==> config.mk <==
export PLATFORM = sky130hd
export DESIGN_NAME = fic_flash_host
export DESIGN_NICKNAME = d
export VERILOG_FILES = /design/src/fic_pkg.sv /design/src/fic_bus_cycle.sv /design/src/fic_flash_host.sv
export SDC_FILE = /design/constraint.sdc
export NUM_CORES = 1
export LEC_CHECK = 0
export BUFFER_PORTS_ARGS = -buffer_cell sky130_fd_sc_hd__buf_2
export CAP_MARGIN = 20
export CELL_PAD_IN_SITES_DETAIL_PLACEMENT = 2
export CELL_PAD_IN_SITES_GLOBAL_PLACEMENT = 2
export CORE_MARGIN = 5
export CORE_UTILIZATION = 34
export DETAILED_ROUTE_END_ITERATION = 8
export PLACE_DENSITY = 0.87
export SKIP_LAST_GASP = 1
export SYNTH_ARGS = -nofsm -noshare
export SYNTH_HDL_FRONTEND = slang
export SYNTH_SLANG_ARGS = --single-unit
==> constraint.sdc <==
create_clock -name clk -period 2.72 [get_ports clk]
set_clock_uncertainty 0.2 [all_clocks]
set_input_delay 0.136 -clock clk [delete_from_list [all_inputs] [get_ports clk]]
set_output_delay 0.136 -clock clk [all_outputs]
set_load 0.01 [all_outputs]
==> src/fic_pkg.sv <==
// package: constants and types of the flash page-load host controller
`default_nettype none
package fic_pkg;
  // clock and bus-cycle timing
  localparam int CLK_PERIOD_NS    = 8;
  localparam int ACCESS_NS        = 120;
  localparam int ACCESS_CYCLES    = (ACCESS_NS + CLK_PERIOD_NS - 1) / CLK_PERIOD_NS;
  localparam int WE_PULSE_NS      = 60;
  localparam int WE_PULSE_CYCLES  = (WE_PULSE_NS + CLK_PERIOD_NS - 1) / CLK_PERIOD_NS;
  localparam logic [4:0] ACCESS_COUNT = 5'(ACCESS_CYCLES - 1);
  localparam logic [4:0] WE_COUNT     = 5'(WE_PULSE_CYCLES - 1);
  // page-load window, measured from the end of the previous load cycle
  localparam int LOAD_GAP_US      = 30;
  localparam int LOAD_GAP_CYCLES  = LOAD_GAP_US * 1000 / CLK_PERIOD_NS;
  // lead covers done-to-gap-clear plus accept-to-falling-strobe latency,
  // so the next falling strobe never lands later than the window allows
  localparam int LOAD_LEAD_CYCLES = 5;
  localparam logic [11:0] LOAD_GAP_LIMIT = 12'(LOAD_GAP_CYCLES - LOAD_LEAD_CYCLES);
  localparam logic [7:0] PAGE_BYTES = 8'h80;
  localparam logic [7:0] PAGE_WORDS = 8'h40;
  // command interface addresses and codes
  localparam logic [18:0] UNLOCK1_ADDR = 19'h05555;
  localparam logic [18:0] UNLOCK2_ADDR = 19'h02AAA;
  localparam logic [7:0]  CMD_UNLOCK1  = 8'hAA;
  localparam logic [7:0]  CMD_UNLOCK2  = 8'h55;
  localparam logic [7:0]  CMD_ID_READ  = 8'h90;
  localparam logic [7:0]  CMD_PROGRAM  = 8'hA0;
  localparam logic [7:0]  CMD_RESET    = 8'hF0;
  localparam logic [7:0]  CMD_RD_STAT  = 8'h70;
  localparam logic [7:0]  CMD_CLR_STAT = 8'h50;
  localparam logic [7:0]  LOAD_END_DATA = 8'h00;
  localparam int SR_READY_POS = 7;
  localparam int SR_FAIL_POS  = 4;
  // register map (byte offsets on APB)
  localparam logic [7:0] REG_CTRL  = 8'h00;
  localparam logic [7:0] REG_ADDR  = 8'h04;
  localparam logic [7:0] REG_WDATA = 8'h08;
  localparam logic [7:0] REG_RDATA = 8'h0C;
  localparam logic [7:0] REG_STAT  = 8'h10;
  localparam int CTRL_BYTE_BIT  = 8;
  localparam int CTRL_HV_BIT    = 9;
  localparam int STAT_BUSY      = 0;
  localparam int STAT_LOADING   = 1;
  localparam int STAT_REFUSED   = 2;
  localparam int STAT_LAPSED    = 3;
  localparam int STAT_READY     = 4;
  localparam int STAT_FAIL      = 5;
  localparam int STAT_COUNT_LSB = 8;
  localparam logic [3:0] OP_LAST_CODE = 4'h8;

  typedef enum logic [3:0] {
    OP_NONE         = 4'h0,
    OP_ARRAY_READ   = 4'h1,
    OP_RESET        = 4'h2,
    OP_ID_ENTER     = 4'h3,
    OP_PROG_START   = 4'h4,
    OP_LOAD         = 4'h5,
    OP_LOAD_END     = 4'h6,
    OP_STATUS_READ  = 4'h7,
    OP_STATUS_CLEAR = 4'h8
  } fic_op_type;

  typedef enum logic [2:0] {
    ST_IDLE    = 3'b000,
    ST_UNLOCK1 = 3'b001,
    ST_UNLOCK2 = 3'b011,
    ST_COMMAND = 3'b010,
    ST_FINAL   = 3'b110
  } fic_state_type;

  typedef enum logic [1:0] {
    CY_IDLE   = 2'b00,
    CY_SETUP  = 2'b01,
    CY_STROBE = 2'b11,
    CY_HOLD   = 2'b10
  } fic_cycle_type;
endpackage
`default_nettype wire

==> src/fic_bus_cycle.sv <==
// one read or write cycle on the flash pins
`timescale 1ns/1ps
`default_nettype none
module fic_bus_cycle
  import fic_pkg::*;
(
  input  wire logic        clk,
  input  wire logic        reset,
  input  wire logic        start,
  input  wire logic        write,
  input  wire logic [18:0] addr,
  input  wire logic        addr_lsb,
  input  wire logic [15:0] wdata,
  input  wire logic [15:0] dq_in,
  output logic             ce_n,
  output logic             oe_n,
  output logic             we_n,
  output logic [18:0]      addr_out,
  output logic             addr_lsb_out,
  output logic [15:0]      dq_out,
  output logic             dq_oe,
  output logic             done,
  output logic [15:0]      rdata
);
  fic_cycle_type phase_reg;
  logic [4:0]    count_reg;
  logic          write_reg;

  always_ff @(posedge clk) begin
    if (reset) begin
      phase_reg    <= CY_IDLE;
      count_reg    <= 5'h00;
      write_reg    <= 1'b0;
      ce_n         <= 1'b1;
      oe_n         <= 1'b1;
      we_n         <= 1'b1;
      addr_out     <= 19'h00000;
      addr_lsb_out <= 1'b0;
      dq_out       <= 16'h0000;
      dq_oe        <= 1'b0;
      done         <= 1'b0;
      rdata        <= 16'h0000;
    end else begin
      done <= 1'b0;
      unique case (phase_reg)
        CY_IDLE: if (start) begin
          // address settles with chip select, so the strobe falls last
          phase_reg    <= CY_SETUP;
          write_reg    <= write;
          addr_out     <= addr;
          addr_lsb_out <= addr_lsb;
          dq_out       <= wdata;
          dq_oe        <= write;
          ce_n         <= 1'b0;
        end
        CY_SETUP: begin
          phase_reg <= CY_STROBE;
          we_n      <= !write_reg;
          oe_n      <= write_reg;
          count_reg <= write_reg ? WE_COUNT : ACCESS_COUNT;
        end
        CY_STROBE: begin
          if (count_reg == 5'h00) begin
            phase_reg <= CY_HOLD;
            we_n      <= 1'b1;
            oe_n      <= 1'b1;
            if (!write_reg) begin
              rdata <= dq_in;
            end
          end else begin
            count_reg <= count_reg - 5'h01;
          end
        end
        CY_HOLD: begin
          // data stays driven past the rising write strobe for hold time
          phase_reg <= CY_IDLE;
          ce_n      <= 1'b1;
          dq_oe     <= 1'b0;
          done      <= 1'b1;
        end
      endcase
    end
  end

  property p_load_strobe;
    @(posedge clk) disable iff (reset)
      !we_n |-> (oe_n && !ce_n && dq_oe);
  endproperty
  a_load_strobe: assert property (p_load_strobe) else $error("write strobe without ce low, oe high");

  property p_read_float;
    @(posedge clk) disable iff (reset)
      !oe_n |-> (!dq_oe && !ce_n && we_n);
  endproperty
  a_read_float: assert property (p_read_float) else $error("host drives data during a read");

  property p_we_width;
    @(posedge clk) disable iff (reset)
      $fell(we_n) |-> (!we_n) [*8] ##1 we_n;
  endproperty
  a_we_width: assert property (p_we_width) else $error("write strobe width wrong");
endmodule
`default_nettype wire

==> src/fic_flash_host.sv <==
// host controller: APB registers driving a parallel flash command interface
// Functional notes
// - ID by high voltage: only A0, A1 decoded
// - ID mode held until read/reset written
// - program needs two unlocks then A0
// - load strobe: address on fall, data rise
// - page address A6-A18 fixed, any order
// - next load within 30 us
// - same address twice, second data zero, ends
// - clear status after checking result
// - erase sector before programming page (no erase op here; left to software)
// - unlock AA at 5555, 55 at 2AAA
`timescale 1ns/1ps
`default_nettype none
module fic_flash_host
  import fic_pkg::*;
(
  input  wire logic        clk,
  input  wire logic        reset,
  input  wire logic        psel,
  input  wire logic        penable,
  input  wire logic        pwrite,
  input  wire logic [7:0]  paddr,
  input  wire logic [31:0] pwdata,
  output logic [31:0]      prdata,
  output logic             pready,
  output logic             pslverr,
  output logic             flash_ce_n,
  output logic             flash_oe_n,
  output logic             flash_we_n,
  output logic [18:0]      flash_addr,
  output logic             flash_addr_lsb,
  output logic [15:0]      flash_dq_out,
  output logic             flash_dq_oe,
  input  wire logic [15:0] flash_dq_in,
  output logic             flash_byte_n,
  output logic             id_high_voltage
);
  fic_state_type state_reg;
  fic_op_type    op_reg;
  fic_op_type    new_op;
  logic          issued_reg;
  logic          byte_mode_reg;
  logic [19:0]   addr_reg;
  logic [15:0]   wdata_reg;
  logic [15:0]   rdata_reg;
  logic          loading_reg;
  logic          load_byte_reg;
  logic [7:0]    load_count_reg;
  logic [12:0]   page_reg;
  logic [19:0]   last_addr_reg;
  logic [11:0]   gap_reg;
  logic          refused_reg;
  logic          lapsed_reg;
  logic          ready_reg;
  logic          fail_reg;
  logic          cyc_start;
  logic          cyc_write;
  logic [18:0]   cyc_addr;
  logic          cyc_lsb;
  logic [15:0]   cyc_data;
  logic          cyc_done;
  logic [15:0]   cyc_rdata;
  logic          step_write;
  logic [19:0]   step_addr;
  logic [15:0]   step_data;
  logic          op_refuse;
  logic [7:0]    load_limit;
  logic [31:0]   read_mux;
  logic          apb_take;
  logic          ctrl_wr;
  logic          op_go;
  logic          op_bad;

  function automatic logic reg_known(input logic [7:0] a);
    return a inside {REG_CTRL, REG_ADDR, REG_WDATA, REG_RDATA, REG_STAT};
  endfunction

  function automatic logic needs_unlock(input fic_op_type op);
    return op inside {OP_ID_ENTER, OP_PROG_START, OP_STATUS_READ, OP_STATUS_CLEAR};
  endfunction

  function automatic logic has_final(input fic_op_type op);
    return !(op inside {OP_ID_ENTER, OP_PROG_START, OP_STATUS_CLEAR});
  endfunction

  // ---- APB slave: one wait state, then answer
  assign apb_take = psel && penable && pready;
  assign ctrl_wr  = apb_take && pwrite && (paddr == REG_CTRL);
  assign new_op   = fic_op_type'(pwdata[3:0]);
  assign load_limit = load_byte_reg ? PAGE_BYTES : PAGE_WORDS;

  always_comb begin
    read_mux = 32'h00000000;
    unique case (paddr)
      REG_CTRL:  read_mux = {22'h000000, id_high_voltage, byte_mode_reg, 8'h00};
      REG_ADDR:  read_mux = {12'h000, addr_reg};
      REG_WDATA: read_mux = {16'h0000, wdata_reg};
      REG_RDATA: read_mux = {16'h0000, rdata_reg};
      REG_STAT:  read_mux = {16'h0000, load_count_reg, 2'b00, fail_reg, ready_reg,
                             lapsed_reg, refused_reg, loading_reg, state_reg != ST_IDLE};
      default:   read_mux = 32'h00000000;
    endcase
  end

  always_ff @(posedge clk) begin
    if (reset) begin
      pready  <= 1'b0;
      pslverr <= 1'b0;
      prdata  <= 32'h00000000;
    end else begin
      pready <= psel && penable && !pready;
      if (psel && penable && !pready) begin
        pslverr <= !reg_known(paddr);
        prdata  <= pwrite ? 32'h00000000 : read_mux;
      end
    end
  end

  always_ff @(posedge clk) begin
    if (reset) begin
      addr_reg  <= 20'h00000;
      wdata_reg <= 16'h0000;
    end else if (apb_take && pwrite) begin
      if (paddr == REG_ADDR) begin
        addr_reg <= pwdata[19:0];
      end
      if (paddr == REG_WDATA) begin
        wdata_reg <= pwdata[15:0];
      end
    end
  end

  // width and voltage bits freeze while a load period is open, so the
  // width pin seen at the third command write also covers every load
  always_ff @(posedge clk) begin
    if (reset) begin
      byte_mode_reg   <= 1'b0;
      id_high_voltage <= 1'b0;
      flash_byte_n    <= 1'b1;
    end else begin
      if (ctrl_wr && state_reg == ST_IDLE && !loading_reg) begin
        byte_mode_reg   <= pwdata[CTRL_BYTE_BIT];
        id_high_voltage <= pwdata[CTRL_HV_BIT];
      end
      flash_byte_n <= !byte_mode_reg;
    end
  end

  // ---- order checks: refused orders never start a flash bus cycle
  always_comb begin
    op_bad    = pwdata[3:0] > OP_LAST_CODE;
    op_refuse = 1'b0;
    if (state_reg != ST_IDLE || op_bad) begin
      op_refuse = 1'b1;
    end else if (pwdata[CTRL_HV_BIT] && new_op != OP_ARRAY_READ) begin
      op_refuse = 1'b1;
    end else begin
      unique case (new_op)
        OP_LOAD:
          op_refuse = !loading_reg || load_count_reg >= load_limit
                      || gap_reg >= LOAD_GAP_LIMIT
                      || (load_count_reg != 8'h00 && addr_reg[18:6] != page_reg);
        OP_LOAD_END:
          op_refuse = !loading_reg || load_count_reg == 8'h00 || gap_reg >= LOAD_GAP_LIMIT;
        // any other write in a load period would be taken as page data
        default:
          op_refuse = loading_reg;
      endcase
    end
  end

  assign op_go = ctrl_wr && pwdata[3:0] != 4'h0 && !op_refuse;

  // ---- command sequencer
  always_comb begin
    step_write = 1'b1;
    step_addr  = {1'b0, UNLOCK1_ADDR};
    step_data  = 16'h0000;
    unique case (state_reg)
      ST_UNLOCK1: step_data = {8'h00, CMD_UNLOCK1};
      ST_UNLOCK2: begin
        step_addr = {1'b0, UNLOCK2_ADDR};
        step_data = {8'h00, CMD_UNLOCK2};
      end
      ST_COMMAND: begin
        unique case (op_reg)
          OP_ID_ENTER:    step_data = {8'h00, CMD_ID_READ};
          OP_PROG_START:  step_data = {8'h00, CMD_PROGRAM};
          OP_STATUS_READ: step_data = {8'h00, CMD_RD_STAT};
          default:        step_data = {8'h00, CMD_CLR_STAT};
        endcase
      end
      ST_FINAL: begin
        step_write = op_reg inside {OP_RESET, OP_LOAD, OP_LOAD_END};
        step_addr  = addr_reg;
        if (id_high_voltage) begin
          step_addr = {18'h00000, addr_reg[1:0]};
        end
        unique case (op_reg)
          OP_RESET:    step_data = {8'h00, CMD_RESET};
          OP_LOAD:     step_data = load_byte_reg ? {8'h00, wdata_reg[7:0]} : wdata_reg;
          OP_LOAD_END: begin
            step_addr = last_addr_reg;
            step_data = {8'h00, LOAD_END_DATA};
          end
          default:     step_data = 16'h0000;
        endcase
      end
      default: step_write = 1'b1;
    endcase
  end

  always_ff @(posedge clk) begin
    if (reset) begin
      state_reg  <= ST_IDLE;
      op_reg     <= OP_NONE;
      issued_reg <= 1'b0;
      cyc_start  <= 1'b0;
      cyc_write  <= 1'b0;
      cyc_addr   <= 19'h00000;
      cyc_lsb    <= 1'b0;
      cyc_data   <= 16'h0000;
    end else begin
      cyc_start <= 1'b0;
      if (state_reg == ST_IDLE) begin
        if (op_go) begin
          op_reg    <= new_op;
          state_reg <= needs_unlock(new_op) ? ST_UNLOCK1 : ST_FINAL;
        end
      end else if (!issued_reg) begin
        issued_reg <= 1'b1;
        cyc_start  <= 1'b1;
        cyc_write  <= step_write;
        cyc_addr   <= step_addr[18:0];
        cyc_lsb    <= step_addr[19];
        cyc_data   <= step_data;
      end else if (cyc_done) begin
        issued_reg <= 1'b0;
        unique case (state_reg)
          ST_UNLOCK1: state_reg <= ST_UNLOCK2;
          ST_UNLOCK2: state_reg <= ST_COMMAND;
          ST_COMMAND: state_reg <= has_final(op_reg) ? ST_FINAL : ST_IDLE;
          default:    state_reg <= ST_IDLE;
        endcase
      end
    end
  end

  // ---- load period bookkeeping
  always_ff @(posedge clk) begin
    if (reset) begin
      loading_reg    <= 1'b0;
      load_byte_reg  <= 1'b0;
      load_count_reg <= 8'h00;
      page_reg       <= 13'h0000;
      last_addr_reg  <= 20'h00000;
      gap_reg        <= 12'h000;
    end else begin
      if (loading_reg && gap_reg != LOAD_GAP_LIMIT) begin
        gap_reg <= gap_reg + 12'h001;
      end
      if (state_reg == ST_COMMAND && cyc_done && op_reg == OP_PROG_START) begin
        // no erase op here: software must erase the sector before this
        loading_reg    <= 1'b1;
        load_byte_reg  <= byte_mode_reg;
        load_count_reg <= 8'h00;
        gap_reg        <= 12'h000;
      end else if (state_reg == ST_FINAL && cyc_done && op_reg == OP_LOAD) begin
        load_count_reg <= load_count_reg + 8'h01;
        page_reg       <= cyc_addr[18:6];
        last_addr_reg  <= {cyc_lsb, cyc_addr};
        gap_reg        <= 12'h000;
      end else if (state_reg == ST_FINAL && cyc_done && op_reg == OP_LOAD_END) begin
        loading_reg <= 1'b0;
      end else if (loading_reg && state_reg == ST_IDLE && gap_reg == LOAD_GAP_LIMIT) begin
        loading_reg <= 1'b0;
      end
    end
  end

  // ---- read results and sticky flags; a new event wins over its clear
  always_ff @(posedge clk) begin
    if (reset) begin
      rdata_reg   <= 16'h0000;
      ready_reg   <= 1'b0;
      fail_reg    <= 1'b0;
      refused_reg <= 1'b0;
      lapsed_reg  <= 1'b0;
    end else begin
      if (state_reg == ST_FINAL && cyc_done && !cyc_write) begin
        rdata_reg <= load_byte_reg || byte_mode_reg ? {8'h00, cyc_rdata[7:0]} : cyc_rdata;
        if (op_reg == OP_STATUS_READ) begin
          ready_reg <= cyc_rdata[SR_READY_POS];
          fail_reg  <= cyc_rdata[SR_FAIL_POS];
        end
      end
      if (ctrl_wr && pwdata[3:0] != 4'h0 && op_refuse) begin
        refused_reg <= 1'b1;
      end else if (apb_take && pwrite && paddr == REG_STAT && pwdata[STAT_REFUSED]) begin
        refused_reg <= 1'b0;
      end
      if (loading_reg && state_reg == ST_IDLE && gap_reg == LOAD_GAP_LIMIT) begin
        lapsed_reg <= 1'b1;
      end else if (apb_take && pwrite && paddr == REG_STAT && pwdata[STAT_LAPSED]) begin
        lapsed_reg <= 1'b0;
      end
    end
  end

  fic_bus_cycle u_cycle (
    .clk          (clk),
    .reset        (reset),
    .start        (cyc_start),
    .write        (cyc_write),
    .addr         (cyc_addr),
    .addr_lsb     (cyc_lsb),
    .wdata        (cyc_data),
    .dq_in        (flash_dq_in),
    .ce_n         (flash_ce_n),
    .oe_n         (flash_oe_n),
    .we_n         (flash_we_n),
    .addr_out     (flash_addr),
    .addr_lsb_out (flash_addr_lsb),
    .dq_out       (flash_dq_out),
    .dq_oe        (flash_dq_oe),
    .done         (cyc_done),
    .rdata        (cyc_rdata)
  );

  property p_unlock1;
    @(posedge clk) disable iff (reset)
      (cyc_start && state_reg == ST_UNLOCK1) |-> (cyc_write && cyc_addr[14:0] == 15'h5555
        && cyc_data[7:0] == 8'hAA);
  endproperty
  a_unlock1: assert property (p_unlock1) else $error("first unlock write wrong");

  property p_program_code;
    @(posedge clk) disable iff (reset)
      (cyc_start && state_reg == ST_COMMAND && op_reg == OP_PROG_START)
        |-> (cyc_data[7:0] == 8'hA0 && cyc_addr[14:0] == 15'h5555);
  endproperty
  a_program_code: assert property (p_program_code) else $error("program command wrong");

  property p_cmd_upper;
    @(posedge clk) disable iff (reset)
      (cyc_start && state_reg != ST_FINAL) |-> cyc_data[15:8] == 8'h00;
  endproperty
  a_cmd_upper: assert property (p_cmd_upper) else $error("command upper byte not zero");

  property p_load_limit;
    @(posedge clk) disable iff (reset)
      loading_reg |-> load_count_reg <= (load_byte_reg ? 8'h80 : 8'h40);
  endproperty
  a_load_limit: assert property (p_load_limit) else $error("too many page loads");

  property p_page_match;
    @(posedge clk) disable iff (reset)
      (cyc_start && state_reg == ST_FINAL && op_reg == OP_LOAD && load_count_reg != 8'h00)
        |-> cyc_addr[18:6] == page_reg;
  endproperty
  a_page_match: assert property (p_page_match) else $error("load left its page");

  property p_end_zero;
    @(posedge clk) disable iff (reset)
      (cyc_start && state_reg == ST_FINAL && op_reg == OP_LOAD_END)
        |-> (cyc_data == 16'h0000 && {cyc_lsb, cyc_addr} == last_addr_reg) ##1 loading_reg;
  endproperty
  a_end_zero: assert property (p_end_zero) else $error("load end write wrong");

  property p_window_close;
    @(posedge clk) disable iff (reset)
      (loading_reg && state_reg == ST_IDLE && gap_reg == LOAD_GAP_LIMIT)
        |=> (!loading_reg && lapsed_reg);
  endproperty
  a_window_close: assert property (p_window_close) else $error("lapsed window kept open");

  property p_no_reset_loading;
    @(posedge clk) disable iff (reset)
      (ctrl_wr && new_op == OP_RESET && loading_reg && state_reg == ST_IDLE)
        |=> (state_reg == ST_IDLE && refused_reg);
  endproperty
  a_no_reset_loading: assert property (p_no_reset_loading) else $error("reset sent in load");

  property p_hv_addr;
    @(posedge clk) disable iff (reset)
      (id_high_voltage && !flash_ce_n) |-> flash_addr[18:2] == 17'h00000;
  endproperty
  a_hv_addr: assert property (p_hv_addr) else $error("high address bits in voltage ID mode");

  property p_status_capture;
    @(posedge clk) disable iff (reset)
      (cyc_done && state_reg == ST_FINAL && op_reg == OP_STATUS_READ)
        |=> (ready_reg == $past(cyc_rdata[7]) && fail_reg == $past(cyc_rdata[4]));
  endproperty
  a_status_capture: assert property (p_status_capture) else $error("status bits not captured");

  property p_width_latch;
    @(posedge clk) disable iff (reset)
      $rose(loading_reg) |-> (load_byte_reg == !flash_byte_n);
  endproperty
  a_width_latch: assert property (p_width_latch) else $error("width pin differs from load width");
endmodule
`default_nettype wire

==> impl_summary.md <==
Final layout
At the end of the flow, the number of nets in the layout was roughly 1500. The count of cells in the finished layout, fillers not included, comes to about 1800. The layout has around 3200 filler cells. The share of layout cells above drive strength 1 is between 15 and 20%. The synthesis-to-layout area growth is 22.8%. Summing all non-filler instances in the final layout gives an area of 12300 µm².

Power and ir drop
The leakage power summed over all cells is ~4.7 nW. Dividing total power by cell area gives a power density of 594 nW/µm². VDD sags by at most approximately 0.38 mV.

Clocking
Clock-pin slew was measured on the worst setup and hold paths at 0.07 ns. The clock net sink count is about 230. TritonCTS built the clock tree.

The TritonCTS buffer count is 26. The clock latency at the later pin of the worst-skew pair is 0.55 ns. The maximum level of the CTS H-tree is 1. The library cell used as clock root buffer is sky130_fd_sc_hd__clkbuf_16.

The maximum clock insertion buffer count is 3.

Detailed routing
Dividing the detail-routed wire length by the instance count gives roughly 26 µm. The final routed wirelength across all metal layers is ~47000 µm. The number of DRC violations after detailed-routing iteration 0 is slightly below 900. The via count is slightly above 10000. The count of TritonRoute iterations in the first routing pass is 5. After detailed routing, the number of remaining DRC violations is 0. The count of antenna-violating nets left after detailed routing is 0. Using the TritonRoute via totals, the vias-per-cell ratio works out to 5.80.

Floorplanning
The standard-cell row count is 62. For this design the top-level I/O count stands at 137. The width of the die is around 180 µm. The initial cell density of the core is between 30% and 40%. The die covers around 33000 µm². The chip height is approximately 180 µm.

The core area is about 29000 µm².

Yosys
By area the synthesized netlist is led by sky130_fd_sc_hd__dfxtp_1, sky130_fd_sc_hd__nand2_1, sky130_fd_sc_hd__a21oi_1. The fraction of the yosys area taken by sequential cells is a little under half. The area fraction of the dominant cell type after synthesis is a little under half. After synthesis, the most frequently instantiated cells are sky130_fd_sc_hd__nand2_1, sky130_fd_sc_hd__dfxtp_1, sky130_fd_sc_hd__a21oi_1.

Summing every instance area after synthesis gives 9990 µm². Yosys instantiated no cell more often than sky130_fd_sc_hd__nand2_1. For this run, the number of Yosys warnings is 0. Yosys mapped the design onto ~70 distinct sky130hd cell types. The number of storage elements in the synthesis netlist is roughly 230. In the synthesized netlist the dominant register cell turns out to be sky130_fd_sc_hd__dfxtp_1. A synthesized cell averages 8.05 µm².

The share of flip-flops with an asynchronous set or reset after synthesis is 0%. Yosys mapped a number of flops with a built-in enable equal to 0. Synthesis produced about 1200 cells. sky130_fd_sc_hd__dfxtp_1 takes more of the synthesized area than any other cell.

Global route
The number of global-route vias before repair is about 12000. The global-route wire length before repair is ~72000 µm. The pin count of the biggest net entering global routing is 196.

The aggregate global-route resource usage is 27.6%. The number of antenna violations at the first check in global routing is 3. The final global-route overflow total is 0.

Hold path
The startpoint of the lowest-slack hold path is penable. The depth of the worst hold-timing path is 5. The worst-case hold path end point is prdata[19]. The tightest min-delay check is of the in2reg type.

Timing
The max-slew violation total from the final report is 0. After layout, the worst path uses between 90% and 100% of the clock period. The number of hold violations in the final report is 0. The worst setup slack after layout is between 0.04 and 0.05 ns. Setup violations remaining at the end of the flow were counted as 0. The worst slew margin relative to its limit is 32.9%.

After layout, the minimum clock period comes to 2.67 ns. For this run, the top clock speed supported by timing is about 370 MHz. For the pin with the worst max-slew slack, the measured transition is between 1 and 1.5 ns.

Setup path
For flop-to-flop paths, the worst setup slack is roughly 0.048 ns. The critical path is of the reg2reg type. The highest fanout seen on the critical path is 4.

The slowest cell on the critical path is sky130_fd_sc_hd__dfxtp_1. The largest delay contributor family on the critical path is simple AND/OR/NAND/NOR gates. Walking the worst path, the cells encountered are inv_1 > ha_1 > nor2b_2 > a311oi_2 > nor4_1 > nor3_2 > buf_4 > nand3_2 > mux2i_1 > nor2_1. Data on the critical path arrives at its endpoint at 2.84 ns.

The startpoint identified for the worst register-to-register timing path is load_count_reg[0]. The startpoint type of the worst setup path is a register. The buffers plus inverters on the worst setup path is 2.

The largest incremental delay on the critical path is between 0.4 and 0.5 ns. The kind of capture point of the worst setup path is a register. In this run the critical register-to-register path is captured at op_reg[2]. Data on the critical path is required at its endpoint by between 2 and 3 ns. The number of cell instances on the worst register-to-register path is 10.

Status
The flow ran to the end, and the final reports show no timing, DRC or antenna violations.

Place
The placer congestion estimate is 0.908. At the placement stage, the worst setup path has a slack of 0.193 ns. Including well taps, the total number of placed cells is roughly 1700. Summing all placed instances gives a cell area of approximately 11000 µm².

Input and output buffers added on the ports amount to between 100 and 150. The placed wire-length estimate after detailed placement is between 20000 and 30000 µm.

Job
The max-cap violation count is 0.
-- placed cells by master, fill, tap and decap left out, types with 6 or more instances in the layout --
cell / Yosys / layout
sky130_fd_sc_hd__buf_4: 14 / 42
sky130_fd_sc_hd__a221oi_1: 13 / 13
sky130_fd_sc_hd__nor2b_1: 7 / 6
sky130_fd_sc_hd__buf_2: 9 / 111
sky130_fd_sc_hd__nor3_1: 13 / 13
sky130_fd_sc_hd__or3_1: 6 / 6
sky130_fd_sc_hd__nand2_1: 282 / 282
sky130_fd_sc_hd__a22oi_1: 27 / 27
sky130_fd_sc_hd__or2_2: 6 / 6
sky130_fd_sc_hd__ha_1: 9 / 9
sky130_fd_sc_hd__dfxtp_1: 234 / 233
sky130_fd_sc_hd__nand3_1: 29 / 28
sky130_fd_sc_hd__o21ai_0: 24 / 24
sky130_fd_sc_hd__dlygate4sd3_1: 0 / 39
sky130_fd_sc_hd__nor2_1: 122 / 121
sky130_fd_sc_hd__a22o_1: 12 / 12
sky130_fd_sc_hd__nand4_1: 10 / 10
sky130_fd_sc_hd__mux2i_1: 11 / 11
sky130_fd_sc_hd__a221o_1: 15 / 15
sky130_fd_sc_hd__nor3b_1: 7 / 7
sky130_fd_sc_hd__clkbuf_16: 0 / 27
sky130_fd_sc_hd__inv_1: 19 / 19
sky130_fd_sc_hd__xnor2_1: 14 / 14
sky130_fd_sc_hd__conb_1: 1 / 12
sky130_fd_sc_hd__a21oi_1: 182 / 182
sky130_fd_sc_hd__nand2b_1: 16 / 16
sky130_fd_sc_hd__xor2_1: 17 / 17
-- worst max path at each step --
stage	cells past startpoint	startpoint	end
2_1_floorplan	9	state_reg[2]	op_reg[0]
3_3_place_gp	8	paddr[1]	wdata_reg[13]
3_5_place_dp	8	paddr[1]	wdata_reg[15]
4_1_cts	9	load_count_reg[1]	op_reg[2]
5_1_grt	10	load_count_reg[0]	op_reg[2]
6_report	10	load_count_reg[0]	op_reg[2]
-- area by class of cell --
cell class	instances	area, µm²	share of cell area (%)
multi-input combinational	908	4870	39.7
sequential	234	4690	38.2
timing repair buffer	195	1310	10.7
clock buffer	37	763	6.22
tap	384	480	3.92
clock inverter	9	82.6	0.673
inverter	19	71.3	0.581
antenna	1	2.50	0.0204
-- stage by stage --
step           power, mW  hold WS, ns  utilization, %  setup TNS [ns]
3_3_place_gp        3.69        0.187            38.1               0
3_5_place_dp        3.69        0.190            38.1               0
2_1_floorplan       3.61       0.0720               -               0
5_1_grt             7.47       0.0759            42.5       -0.000313
6_report            7.28       0.0306            42.5               0
4_1_cts             7.25   0.00000705            42.4               0
-- power by group --
part           leakage (nW)  total (mW)  internal, mW  switching, mW
combinational          2.36       0.246        0.0867          0.159
sequential             1.88        3.43          3.43        0.00140
clock                 0.413        3.61          2.05           1.56
total                  4.65        7.28          5.56           1.72
-- worst register-to-register path, delay by kind of cell (launching register included) --
kind / cells / cell delay [ns]
and+or+nand+nor: 5 / 0.79
muxes: 1 / 0.25
DFF: 1 / 0.46
AOI/OAI and AO/OA: 1 / 0.30
adders and majority gates: 1 / 0.22
buffers and inverters: 2 / 0.28
-- metal layers --
layer	track usage (%)	part of all wire, %
met2	46.4	47
met3	5.86	6.8
met4	14.1	5.8
met1	33.4	40
met5	0	0.057
-- cell families after synthesis --
family          share of synthesized area (%)
buf+inv                                  4.93
mux                                      1.67
xor+xnor                                 2.72
fa+ha+maj                                1.13
simple gates                             24.1
other cells                            0.0375
compound gates                           18.5
flops                                    46.9
-- what timing repair did --
item / in CTS / in global routing
pin swaps: 0 / 2
endpoints found under the hold margin: 79 / 0
hold buffers: 39 / 0
setup endpoints to repair: 1 / 7
setup buffers: 0 / 3
gates resized for setup: 1 / 3
Power figures use the tool's default switching activity.
